[src/include/dbg_pkg.sv]
// Package for the core debug unit: JTAG command codes, trigger layout,
// trace record layout, reset values and the software register map.
// Assumes a single clk_sys domain; JTAG pins are sampled, not clocked.
package dbg_pkg;

  // Widths fixed to the core buses
  localparam int ADDR_W = 32;
  localparam int DATA_W = 32;
  localparam int NUM_TRIG = 4;
  localparam int TRACE_DEPTH = 16;
  localparam int TRACE_IDX_W = 4;

  // JTAG data register: 4-bit command, 8-bit target, 32-bit value
  localparam int JCMD_W = 4;
  localparam int JTGT_W = 8;
  localparam int JSHIFT_W = 44;
  localparam int JVAL_LSB = 0;
  localparam int JTGT_LSB = 32;
  localparam int JCMD_LSB = 40;

  // JTAG commands carried in the command field
  localparam logic [3:0] JC_NOP = 4'h0;
  localparam logic [3:0] JC_HALT = 4'h1;
  localparam logic [3:0] JC_RESUME = 4'h2;
  localparam logic [3:0] JC_REG_RD = 4'h3;
  localparam logic [3:0] JC_REG_WR = 4'h4;
  localparam logic [3:0] JC_MEM_RD = 4'h5;
  localparam logic [3:0] JC_MEM_WR = 4'h6;
  localparam logic [3:0] JC_SET_ADDR = 4'h7;
  localparam logic [3:0] JC_TRACE_ON = 4'h8;
  localparam logic [3:0] JC_TRACE_OFF = 4'h9;
  localparam logic [3:0] JC_TRACE_RD = 4'hA;
  localparam logic [3:0] JC_TRIG_WR = 4'hB;
  localparam logic [3:0] JC_CFG_WR = 4'hC;
  localparam logic [3:0] JC_STATUS_RD = 4'hD;

  // Trigger setup fields written by JC_TRIG_WR, target = trig*4 + field
  localparam logic [1:0] TF_CTRL = 2'h0;
  localparam logic [1:0] TF_ADDR = 2'h1;
  localparam logic [1:0] TF_DATA = 2'h2;
  localparam logic [1:0] TF_ACT = 2'h3;

  // Trigger control bits
  localparam int TC_EN = 0;
  localparam int TC_IBUS = 1;
  localparam int TC_ADDR = 2;
  localparam int TC_DATA = 3;
  localparam int TC_RD = 4;
  localparam int TC_WR = 5;
  localparam int TC_ARMED = 6;
  localparam int TC_RANGE = 7;
  localparam int TC_W = 8;

  // Action bits
  localparam int TA_BREAK = 0;
  localparam int TA_EXT = 1;
  localparam int TA_TON = 2;
  localparam int TA_TOFF = 3;
  localparam int TA_SAMPLE = 4;
  localparam int TA_ARM = 5;
  localparam int TA_W = 6;

  // Trace configuration bits
  localparam int CF_ITRACE = 0;
  localparam int CF_DADDR = 1;
  localparam int CF_DDATA = 2;
  localparam int CF_STOP_FULL = 3;
  localparam int CF_LOADS = 4;
  localparam int CF_STORES = 5;
  localparam int CF_W = 6;
  localparam logic [5:0] CF_RESET = 6'h37;

  // Trace record kinds
  localparam logic [1:0] TK_INSTR = 2'h1;
  localparam logic [1:0] TK_DATA = 2'h2;

  // Register bus map (word offsets as byte addresses)
  localparam logic [7:0] RA_STATUS = 8'h00;
  localparam logic [7:0] RA_TRACE_CNT = 8'h04;
  localparam logic [7:0] RA_CTRL = 8'h08;
  localparam int RB_HALT = 0;
  localparam int RB_RESUME = 1;

  typedef struct packed {
    logic valid;
    logic [ADDR_W-1:0] addr;
  } ibus_s;

  typedef struct packed {
    logic valid;
    logic write;
    logic [ADDR_W-1:0] addr;
    logic [DATA_W-1:0] data;
  } dbus_s;

  typedef struct packed {
    logic [1:0] kind;
    logic write;
    logic [ADDR_W-1:0] addr;
    logic [DATA_W-1:0] data;
  } trace_rec_s;

  typedef struct packed {
    logic [TC_W-1:0] ctrl;
    logic [ADDR_W-1:0] addr;
    logic [DATA_W-1:0] data;
    logic [TA_W-1:0] act;
  } trig_cfg_s;

  typedef enum logic [1:0] {ST_RUN, ST_HALT_REQ, ST_HALTED} run_e;

endpackage : dbg_pkg

[src/verilog/dbg_unit.sv]
// Core debug unit: JTAG command port, run control, hardware triggers,
// trace capture into an on-chip buffer and an external probe stream.
// Assumes JTAG pins asynchronous to clk_sys (tck far slower), and a core
// that honours break_req, reports break opcodes and serves debug access.
//
// The plain strobed port and the address map are this design's own decisions.
`timescale 1ns/1ps
module dbg_unit (
  input wire logic clk_sys,
  input wire logic reset,
  input wire logic tck,
  input wire logic tms_shift,
  input wire logic tms_update,
  input wire logic tdi,
  output logic tdo,
  input wire dbg_pkg::ibus_s ibus,
  input wire dbg_pkg::dbus_s dbus,
  input wire logic break_op,
  output logic break_req,
  output logic resume_req,
  output logic [31:0] resume_pc,
  output logic resume_pc_valid,
  input wire logic core_halted,
  output logic dbg_acc_req,
  output logic dbg_acc_mem,
  output logic dbg_acc_wr,
  output logic dbg_acc_super,
  output logic [31:0] dbg_acc_addr,
  output logic [31:0] dbg_acc_wdata,
  input wire logic dbg_acc_ack,
  input wire logic [31:0] dbg_acc_rdata,
  output logic ext_trig,
  output logic probe_valid,
  output dbg_pkg::trace_rec_s probe_rec,
  input wire logic [7:0] reg_addr,
  input wire logic [31:0] reg_wdata,
  input wire logic reg_wr,
  input wire logic reg_rd,
  output logic [31:0] reg_rdata
);

  // JTAG pin synchronisers, first stage read only by the second
  logic [3:0] jsync1_q, jsync2_q;
  logic tck_prev_q;
  always_ff @(posedge clk_sys) begin
    if (reset) begin
      jsync1_q <= 4'h0;
      jsync2_q <= 4'h0;
      tck_prev_q <= 1'b0;
    end else begin
      jsync1_q <= {tck, tms_shift, tms_update, tdi};
      jsync2_q <= jsync1_q;
      tck_prev_q <= jsync2_q[3];
    end
  end
  logic tck_rise;
  assign tck_rise = jsync2_q[3] & ~tck_prev_q;

  // Shift register: in on tdi, out on tdo, LSB first
  logic [dbg_pkg::JSHIFT_W-1:0] jshift_q;
  logic [31:0] jresp_q;
  logic jresp_load_q;
  logic jcmd_go;
  assign jcmd_go = tck_rise & jsync2_q[1];
  always_ff @(posedge clk_sys) begin
    if (reset) begin
      jshift_q <= '0;
      tdo <= 1'b0;
    end else if (tck_rise & jsync2_q[2]) begin
      jshift_q <= {jsync2_q[0], jshift_q[dbg_pkg::JSHIFT_W-1:1]};
      tdo <= jshift_q[1];
    end else if (jresp_load_q) begin
      // Response replaces the value field for the next scan
      jshift_q <= {12'h000, jresp_q};
      tdo <= jresp_q[0];
    end
  end

  logic [3:0] jcmd;
  logic [7:0] jtgt;
  logic [31:0] jval;
  assign jcmd = jshift_q[dbg_pkg::JCMD_LSB +: dbg_pkg::JCMD_W];
  assign jtgt = jshift_q[dbg_pkg::JTGT_LSB +: dbg_pkg::JTGT_W];
  assign jval = jshift_q[dbg_pkg::JVAL_LSB +: 32];

  // Trigger configuration, written only over JTAG
  dbg_pkg::trig_cfg_s trig_q [dbg_pkg::NUM_TRIG];
  logic [dbg_pkg::CF_W-1:0] cfg_q;
  logic [31:0] acc_addr_q;
  always_ff @(posedge clk_sys) begin
    if (reset) begin
      for (int i = 0; i < dbg_pkg::NUM_TRIG; i++) begin
        trig_q[i] <= '0;
      end
      cfg_q <= dbg_pkg::CF_RESET;
      acc_addr_q <= 32'h0000_0000;
    end else if (jcmd_go) begin
      case (jcmd)
        dbg_pkg::JC_TRIG_WR: begin
          case (jtgt[1:0])
            dbg_pkg::TF_CTRL: trig_q[jtgt[3:2]].ctrl <= jval[dbg_pkg::TC_W-1:0];
            dbg_pkg::TF_ADDR: trig_q[jtgt[3:2]].addr <= jval;
            dbg_pkg::TF_DATA: trig_q[jtgt[3:2]].data <= jval;
            default: trig_q[jtgt[3:2]].act <= jval[dbg_pkg::TA_W-1:0];
          endcase
        end
        dbg_pkg::JC_CFG_WR: cfg_q <= jval[dbg_pkg::CF_W-1:0];
        dbg_pkg::JC_SET_ADDR: acc_addr_q <= jval;
        default: ;
      endcase
    end
  end

  // Per-trigger comparators, evaluated every transfer cycle
  logic [dbg_pkg::NUM_TRIG-1:0] cond_hit, hit, armed_q;
  logic [dbg_pkg::NUM_TRIG-1:0] act_brk, act_ext, act_ton, act_toff, act_smp, act_arm;
  genvar g;
  generate
    for (g = 0; g < dbg_pkg::NUM_TRIG; g++) begin : gen_trig
      dbg_pkg::trig_cfg_s c, hi;
      logic on_i, pres, a_ok, d_ok, r_ok, w_ok, rng_a, rng_d;
      assign c = trig_q[g];
      assign hi = trig_q[(g + 1) % dbg_pkg::NUM_TRIG];
      assign on_i = c.ctrl[dbg_pkg::TC_IBUS];
      assign pres = on_i ? ibus.valid : dbus.valid;
      // range uses next trigger as upper bound
      assign rng_a = (dbus.addr >= c.addr) && (dbus.addr <= hi.addr);
      assign rng_d = (dbus.data >= c.data) && (dbus.data <= hi.data);
      assign a_ok = !c.ctrl[dbg_pkg::TC_ADDR] ||
        (on_i ? (ibus.addr == c.addr) :
         (c.ctrl[dbg_pkg::TC_RANGE] ? rng_a : (dbus.addr == c.addr)));
      assign d_ok = !c.ctrl[dbg_pkg::TC_DATA] ||
        (!on_i && (c.ctrl[dbg_pkg::TC_RANGE] ? rng_d : (dbus.data == c.data)));
      assign r_ok = !c.ctrl[dbg_pkg::TC_RD] || (!on_i && !dbus.write);
      assign w_ok = !c.ctrl[dbg_pkg::TC_WR] || (!on_i && dbus.write);
      assign cond_hit[g] = c.ctrl[dbg_pkg::TC_EN] & pres & a_ok & d_ok & r_ok & w_ok;
      assign hit[g] = cond_hit[g] & (!c.ctrl[dbg_pkg::TC_ARMED] | armed_q[g]);
      assign act_brk[g] = hit[g] & c.act[dbg_pkg::TA_BREAK];
      assign act_ext[g] = hit[g] & c.act[dbg_pkg::TA_EXT];
      assign act_ton[g] = hit[g] & c.act[dbg_pkg::TA_TON];
      assign act_toff[g] = hit[g] & c.act[dbg_pkg::TA_TOFF];
      assign act_smp[g] = hit[g] & c.act[dbg_pkg::TA_SAMPLE] & !on_i;
      assign act_arm[g] = hit[g] & c.act[dbg_pkg::TA_ARM];
    end
  endgenerate

  // arm action enables every armed trigger; cleared when reconfigured
  // Arming wins a tie with a setup write so a live arm event is never lost
  always_ff @(posedge clk_sys) begin
    if (reset) begin
      armed_q <= '0;
    end else if (|act_arm) begin
      armed_q <= armed_q | {dbg_pkg::NUM_TRIG{1'b1}};
    end else if (jcmd_go && jcmd == dbg_pkg::JC_TRIG_WR) begin
      armed_q <= '0;
    end
  end

  always_ff @(posedge clk_sys) begin
    if (reset) begin
      ext_trig <= 1'b0;
    end else begin
      ext_trig <= |act_ext;
    end
  end

  // Run control state
  dbg_pkg::run_e run_q;
  logic host_halt, host_resume, sw_halt, sw_resume;
  assign host_halt = jcmd_go && jcmd == dbg_pkg::JC_HALT;
  assign host_resume = jcmd_go && jcmd == dbg_pkg::JC_RESUME;
  assign sw_halt = reg_wr && reg_addr == dbg_pkg::RA_CTRL && reg_wdata[dbg_pkg::RB_HALT];
  assign sw_resume = reg_wr && reg_addr == dbg_pkg::RA_CTRL && reg_wdata[dbg_pkg::RB_RESUME];
  // break request drives the core to its break handler
  // break opcode enters debug; fetch breakpoint via triggers
  always_ff @(posedge clk_sys) begin
    if (reset) begin
      run_q <= dbg_pkg::ST_RUN;
      break_req <= 1'b0;
      resume_req <= 1'b0;
      resume_pc <= 32'h0000_0000;
      resume_pc_valid <= 1'b0;
    end else begin
      resume_req <= 1'b0;
      case (run_q)
        dbg_pkg::ST_RUN: begin
          if (break_op) begin
            run_q <= dbg_pkg::ST_HALTED;
          end else if (host_halt | sw_halt | (|act_brk)) begin
            run_q <= dbg_pkg::ST_HALT_REQ;
            break_req <= 1'b1;
          end
        end
        dbg_pkg::ST_HALT_REQ: begin
          if (core_halted | break_op) begin
            run_q <= dbg_pkg::ST_HALTED;
            break_req <= 1'b0;
          end
        end
        dbg_pkg::ST_HALTED: begin
          // host or register resume; optional entry point in value, host resume only
          if (host_resume | sw_resume) begin
            run_q <= dbg_pkg::ST_RUN;
            resume_req <= 1'b1;
            resume_pc <= jval;
            resume_pc_valid <= host_resume & jtgt[0];
          end
        end
        default: run_q <= dbg_pkg::ST_RUN;
      endcase
    end
  end

  // Debug register and memory access, held until core acknowledges
  // supervisor privilege on every access
  // read and write of registers and memory
  always_ff @(posedge clk_sys) begin
    if (reset) begin
      dbg_acc_req <= 1'b0;
      dbg_acc_mem <= 1'b0;
      dbg_acc_wr <= 1'b0;
      dbg_acc_super <= 1'b1;
      dbg_acc_addr <= 32'h0000_0000;
      dbg_acc_wdata <= 32'h0000_0000;
    end else if (dbg_acc_req) begin
      if (dbg_acc_ack) begin
        dbg_acc_req <= 1'b0;
      end
    end else if (jcmd_go && (jcmd == dbg_pkg::JC_REG_RD || jcmd == dbg_pkg::JC_REG_WR ||
                 jcmd == dbg_pkg::JC_MEM_RD || jcmd == dbg_pkg::JC_MEM_WR)) begin
      dbg_acc_req <= 1'b1;
      dbg_acc_mem <= jcmd == dbg_pkg::JC_MEM_RD || jcmd == dbg_pkg::JC_MEM_WR;
      dbg_acc_wr <= jcmd == dbg_pkg::JC_REG_WR || jcmd == dbg_pkg::JC_MEM_WR;
      dbg_acc_super <= 1'b1;
      dbg_acc_addr <= (jcmd == dbg_pkg::JC_MEM_RD || jcmd == dbg_pkg::JC_MEM_WR) ?
                      acc_addr_q : {24'h00_0000, jtgt};
      dbg_acc_wdata <= jval;
    end
  end

  // Trace enable: host command beats trigger actions in the same cycle
  logic trace_on_q, full;
  always_ff @(posedge clk_sys) begin
    if (reset) begin
      trace_on_q <= 1'b0;
    end else if (jcmd_go && jcmd == dbg_pkg::JC_TRACE_ON) begin
      trace_on_q <= 1'b1;
    end else if (jcmd_go && jcmd == dbg_pkg::JC_TRACE_OFF) begin
      trace_on_q <= 1'b0;
    end else if (full && cfg_q[dbg_pkg::CF_STOP_FULL]) begin
      // stop on full, core not halted
      trace_on_q <= 1'b0;
    end else if (|act_toff) begin
      trace_on_q <= 1'b0;
    end else if (|act_ton) begin
      trace_on_q <= 1'b1;
    end
  end

  // Record selection: data frames take priority over instruction here
  // since data trace must not drop any access; fetch frames may slip.
  logic d_take, i_take, rec_v;
  dbg_pkg::trace_rec_s rec;
  always_comb begin
    // bus choice and address/data fields per configuration
    d_take = dbus.valid && ((trace_on_q && (cfg_q[dbg_pkg::CF_DADDR] | cfg_q[dbg_pkg::CF_DDATA])
             && (dbus.write ? cfg_q[dbg_pkg::CF_STORES] : cfg_q[dbg_pkg::CF_LOADS]))
             || (|act_smp));
    i_take = trace_on_q && ibus.valid && cfg_q[dbg_pkg::CF_ITRACE];
    rec = '0;
    if (d_take) begin
      rec.kind = dbg_pkg::TK_DATA;
      rec.write = dbus.write;
      rec.addr = (cfg_q[dbg_pkg::CF_DADDR] | (|act_smp)) ? dbus.addr : 32'h0000_0000;
      rec.data = (cfg_q[dbg_pkg::CF_DDATA] | (|act_smp)) ? dbus.data : 32'h0000_0000;
    end else if (i_take) begin
      rec.kind = dbg_pkg::TK_INSTR;
      rec.addr = ibus.addr;
    end
    rec_v = d_take | i_take;
  end

  dbg_pkg::trace_rec_s tbuf_q [dbg_pkg::TRACE_DEPTH];
  logic [dbg_pkg::TRACE_IDX_W:0] tcnt_q;
  logic [dbg_pkg::TRACE_IDX_W-1:0] twr_q;
  assign full = tcnt_q[dbg_pkg::TRACE_IDX_W];
  always_ff @(posedge clk_sys) begin
    if (reset) begin
      tcnt_q <= '0;
      twr_q <= '0;
    end else if (jcmd_go && jcmd == dbg_pkg::JC_TRACE_ON) begin
      tcnt_q <= '0;
      twr_q <= '0;
    end else if (rec_v && !(full && cfg_q[dbg_pkg::CF_STOP_FULL])) begin
      tbuf_q[twr_q] <= rec;
      twr_q <= twr_q + 1'b1;
      if (!full) begin
        tcnt_q <= tcnt_q + 1'b1;
      end
    end
  end
  always_ff @(posedge clk_sys) begin
    if (reset) begin
      probe_valid <= 1'b0;
      probe_rec <= '0;
    end else begin
      probe_valid <= rec_v;
      probe_rec <= rec;
    end
  end

  // JTAG responses, loaded after the command completes
  always_ff @(posedge clk_sys) begin
    if (reset) begin
      jresp_q <= 32'h0000_0000;
      jresp_load_q <= 1'b0;
    end else begin
      jresp_load_q <= 1'b0;
      if (dbg_acc_req && dbg_acc_ack && !dbg_acc_wr) begin
        jresp_q <= dbg_acc_rdata;
        jresp_load_q <= 1'b1;
      end else if (jcmd_go && jcmd == dbg_pkg::JC_TRACE_RD) begin
        // Word select: target bit 4 kind word, bit 5 data, else address
        jresp_q <= jtgt[4] ? {29'h0000_0000, tbuf_q[jtgt[3:0]].write,
                   tbuf_q[jtgt[3:0]].kind} :
                   (jtgt[5] ? tbuf_q[jtgt[3:0]].data : tbuf_q[jtgt[3:0]].addr);
        jresp_load_q <= 1'b1;
      end else if (jcmd_go && jcmd == dbg_pkg::JC_STATUS_RD) begin
        jresp_q <= {24'h00_0000, 1'b0, armed_q[0], trace_on_q, tcnt_q};
        jresp_load_q <= 1'b1;
      end
    end
  end

  // Software register port: status and count only, no trace contents
  always_ff @(posedge clk_sys) begin
    if (reset) begin
      reg_rdata <= 32'h0000_0000;
    end else if (reg_rd) begin
      case (reg_addr)
        dbg_pkg::RA_STATUS: reg_rdata <= {28'h000_0000, full, trace_on_q,
                                          run_q == dbg_pkg::ST_HALTED, break_req};
        dbg_pkg::RA_TRACE_CNT: reg_rdata <= {27'h000_0000, tcnt_q};
        default: reg_rdata <= 32'h0000_0000;
      endcase
    end else begin
      reg_rdata <= 32'h0000_0000;
    end
  end

endmodule : dbg_unit

[config.mk]
export PLATFORM = sky130hd
export DESIGN_NAME = dbg_unit
export DESIGN_NICKNAME = d
export VERILOG_FILES = /design/src/include/dbg_pkg.sv /design/src/verilog/dbg_unit.sv
export SDC_FILE = /design/constraint.sdc
export NUM_CORES = 2
export LEC_CHECK = 0
export BUFFER_PORTS_ARGS = -buffer_cell sky130_fd_sc_hd__buf_2
export CAP_MARGIN = 20
export CORE_ASPECT_RATIO = 1.5
export CORE_MARGIN = 2
export CORE_UTILIZATION = 50
export CTS_BUF_LIST = sky130_fd_sc_hd__clkbuf_16
export CTS_CLUSTER_SIZE = 8
export DETAILED_ROUTE_END_ITERATION = 8
export PLACE_DENSITY = 0.74
export SLEW_MARGIN = 15
export SYNTH_ARGS = -nofsm -noshare
export SYNTH_HDL_FRONTEND = slang
export SYNTH_SLANG_ARGS = --single-unit
[constraint.sdc]
create_clock -name clk_sys -period 13.1 [get_ports clk_sys]
set_input_delay 0.655 -clock clk_sys [delete_from_list [all_inputs] [get_ports clk_sys]]
set_output_delay 0.655 -clock clk_sys [all_outputs]
set_load 0.02 [all_outputs]
==> metrics.md <==
| Metric | Value |
|---|---|
| Syn Area/Cell | 14.9 sq um |
| Top cells by area, synth | edfxtp_1, mux4_2, dfxtp_1 |
| DR vias/cell | between 6 and 7 |
| Count leader, synth | edfxtp_1 |
| Crit-path cells | inv_1 -> ha_1 -> nand3_1 -> nor4_1 -> a221oi_1 -> o22ai_1 -> o31ai_1 -> a221o_1 -> a2111oi_4 -> a211o_2 -> nor2_4 -> buf_4 -> a2111oi_2 -> buf_4 -> buf_4 |
| Crit path time final | 6870 ps |
| Peak supply drop | 0.123 mV |
| Clock share of power | 0.457 |
| Global-route usage over all layers | 0.299 |
| Detailed-route via count | roughly 46,000 |
| Layout cells sized above 1 | 0.203 |
| Most used cell, CP | buf_4 |
| Synth top area share | 0.573 |
| Number of synthesized register bits | 1,701 |
| Cell area power density | 142 nW/um^2 |
| CTS tree | built |
| Switching share of power | 0.222 |
| R2R cell count | 15 |
| Skew-Pair Late Insertion Delay | ~850 ps |
| Area Overhead vs Synth | 14.1% |
| Hpwl dp | around 140,000 um |
| Initial drt markers | around 5,800 |
| Worst setup EP type | flop |
| Initial Util | 0.502 |
| Post-route ant nets | 0 |
| Fmax | 146 MHz |
| Part of the power in combinational logic | 0.041 |
| Filler cell count | 10,900 |
| Setup crit start | trig_q[3][57] |
| Post-route total power | 11.7 mW |
| Die Y | 470 um |
| Worst-path clk slew | 50 ps |
| Post-CTS Hold Buffers | 1 |
| Crit-path leading delay family | compound AO/OA/AOI/OAI gates |
| Final Wtd Congestion | 1.02 |
| Ys flop type | edfxtp_1 |
| Status | finished clean |
| Final Cell Area | 82,800 sq um |
| Sw power | 2.60 mW |
| Post-synth EDFFs | 1,384 |
| Mapped Cells | 4,861 |
| R2R Path Start | trig_q[3][57] |
| Worst stage delay on the critical path | 930 ps |
| Synth async-reset ratio | 0 |
| Critical path depth | 15 |
| Cell internal pwr | 9.12 mW |
| Post-cts resize count | 0 |
| I/O pin cnt | 387 |
| Clk_skew | 52.6 ps |
| Leak Pwr | 29.3 nW |
| Inserted Clock Buffers | 230 |
| Cells after DPL | 6,904 |
| Seq pwr share | 0.503 |
| Num Clock Sinks | 1,701 |
| Die width | 315 um |
| Hold Path Stages | 2 |
| Post-synth top area cell | edfxtp_1 |
| CTS HTree Levels | 4 |
| Vias in the first global route | 46,100 |
| Final Non-Filler Cells | 7,250 |
| Port buffer count | between 300 and 400 |
| RSZ-0062 raised after global routing | false |
| Final Max Slew Viols | 0 |
| WS Path Type | flop to flop |
| Max Cap Violations | 0 |
| Initial antenna violation count | 25 |
| Crit path buffers/inverters | 4 |
| Critical-path top delay cell | nor4_1 |
| Synth Cell Area | 72,500 sq um |
| Clk buf depth | 3 |
| Post-synthesis sequential area ratio | 0.660 |
| DIE AREA | about 150,000 sq um |
| Setup TNS | 0 ps |
| Grt total ovfl | 0 |
| Slew headroom | 0.156 |
| HP Start | tms_shift |
| Row count | about 170 |
| Pin slew with the least headroom to its limit | 1250 ps |
| Yosys cell types | 82 |
| Largest net degree at the start of global routing | 119 |
| Routed len/inst | slightly above 30 um |
| Crit-path max FO | between 40 and 50 |
| First-pass GRT wire length | 317,000 um |
| Final Hold Viols | 0 |
| WP data required | ~14,000 ps |
| Pre-Repair DR Iteration Count | 8 |
| Area of the multi-input gates | 22,500 sq um |
| Storage element area | approximately 48,000 sq um |
| Core region area | around 140,000 sq um |
| Startpoint class of the critical path | flop |
| DRT Wirelength | 223,000 um |
| Yosys warns | 0 |
| Post-CTS Repair Setup Buffers | 0 |
| Final setup vio count | 0 |
| Crit path arrival time | 7320 ps |
| Residual DRC | 0 |
| Most frequent cells after synthesis | edfxtp_1, nand2_1, nor2_1 |
| Dpl cell area | about 76,000 sq um |
| Hold Worst Slack | 34.8 ps |
| Net count, final | around 5,700 |
| Clk root buf | clkbuf_16 |
| Fin crit share | 0.524 |
| Hold WC Path Type | input port to flop |
worst register-to-register path: cells and delay by family, from the launching register on:
kind,cells,cell delay (ps)
adders and majority gates,1,290
and+or+nand+nor,3,1100
AOI/OAI and AO/OA,7,2800
buffers and inverters,4,1730
DFF,1,480
logic make-up after synthesis:
kind of cell | after synthesis | share of synthesized area
buffers and inverters | 611 | 0.0343
flip-flops | 1701 | 0.660
AND/OR/NAND/NOR | 1139 | 0.0712
XOR/XNOR | 127 | 0.0153
other | 2 | 0.000104
adder cells (fa/ha/maj) | 261 | 0.0450
AO/OA/AOI/OAI | 601 | 0.0574
multiplexers | 419 | 0.116
power by group through the flow:
stage	Clock, mW	Combinational [mW]	Sequential [mW]
final	5.36	0.476	5.89
after global routing	5.61	0.508	5.89
after CTS	5.40	0.463	5.89
after detailed placement	0	0.457	5.99
after global placement	0	0.445	5.99
after floorplan	0	0.264	5.99
cell usage in the layout (no fill, tap or decap), types with 86 or more instances in the layout:
cell	synthesis	final
dfxtp_1	317	311
clkbuf_16	0	231
ha_1	261	261
nand3_1	96	95
buf_4	29	87
a21oi_1	258	250
xnor2_1	86	86
edfxtp_1	1384	1384
nand2_1	370	367
mux4_2	335	335
inv_1	307	392
nor2_1	370	366
buf_2	21	327
area by class of cell:
class	count	share of cell area
inverter	308	0.0140
sequential	1701	0.579
clock inverter	99	0.00735
timing repair buffer	421	0.0290
tap	1903	0.0288
antenna	12	0.000363
multi-input combinational	2575	0.272
clock buffer	231	0.0698
stage by stage:
stage          worst slack (ps)  utilization
6_report                   6230        0.573
5_1_grt                    6170        0.573
4_1_cts                    6500        0.572
3_5_place_dp               6310        0.528
3_3_place_gp               6340        0.528
2_1_floorplan             -1270            -
state kept, by name, indices dropped and copies added, names as in the netlist, 5 cells and up, named ones only:
signal and count:
cfg_q 6, reg_rdata 5, tcnt_q 5, acc_addr_q 32, dbg_acc_wdata 32, trig_q 312
jshift_q 44, resume_pc 32, probe_rec 67, tbuf_q 1072, jresp_q 32, dbg_acc_addr 32
path summary, 6_finish.rpt:
kind / slack, ps / end
max: 6230 / tbuf_q[11][51]
min: 30 / jsync1_q[2]
max reg2reg: 6230 / tbuf_q[11][51]
min reg2reg: 440 / jshift_q[43]
routing by layer:
| layer | wire, um | vias up | global-route usage |
|---|---|---|---|
| li1 | - | 19200 | - |
| met1 | 74800 | 23100 | 0.354 |
| met2 | 108000 | 3156 | 0.486 |
| met3 | 23000 | 741 | 0.0639 |
| met4 | 17300 | 6 | 0.205 |
| met5 | 30 | - | 0 |
Power figures use the tool's default switching activity.
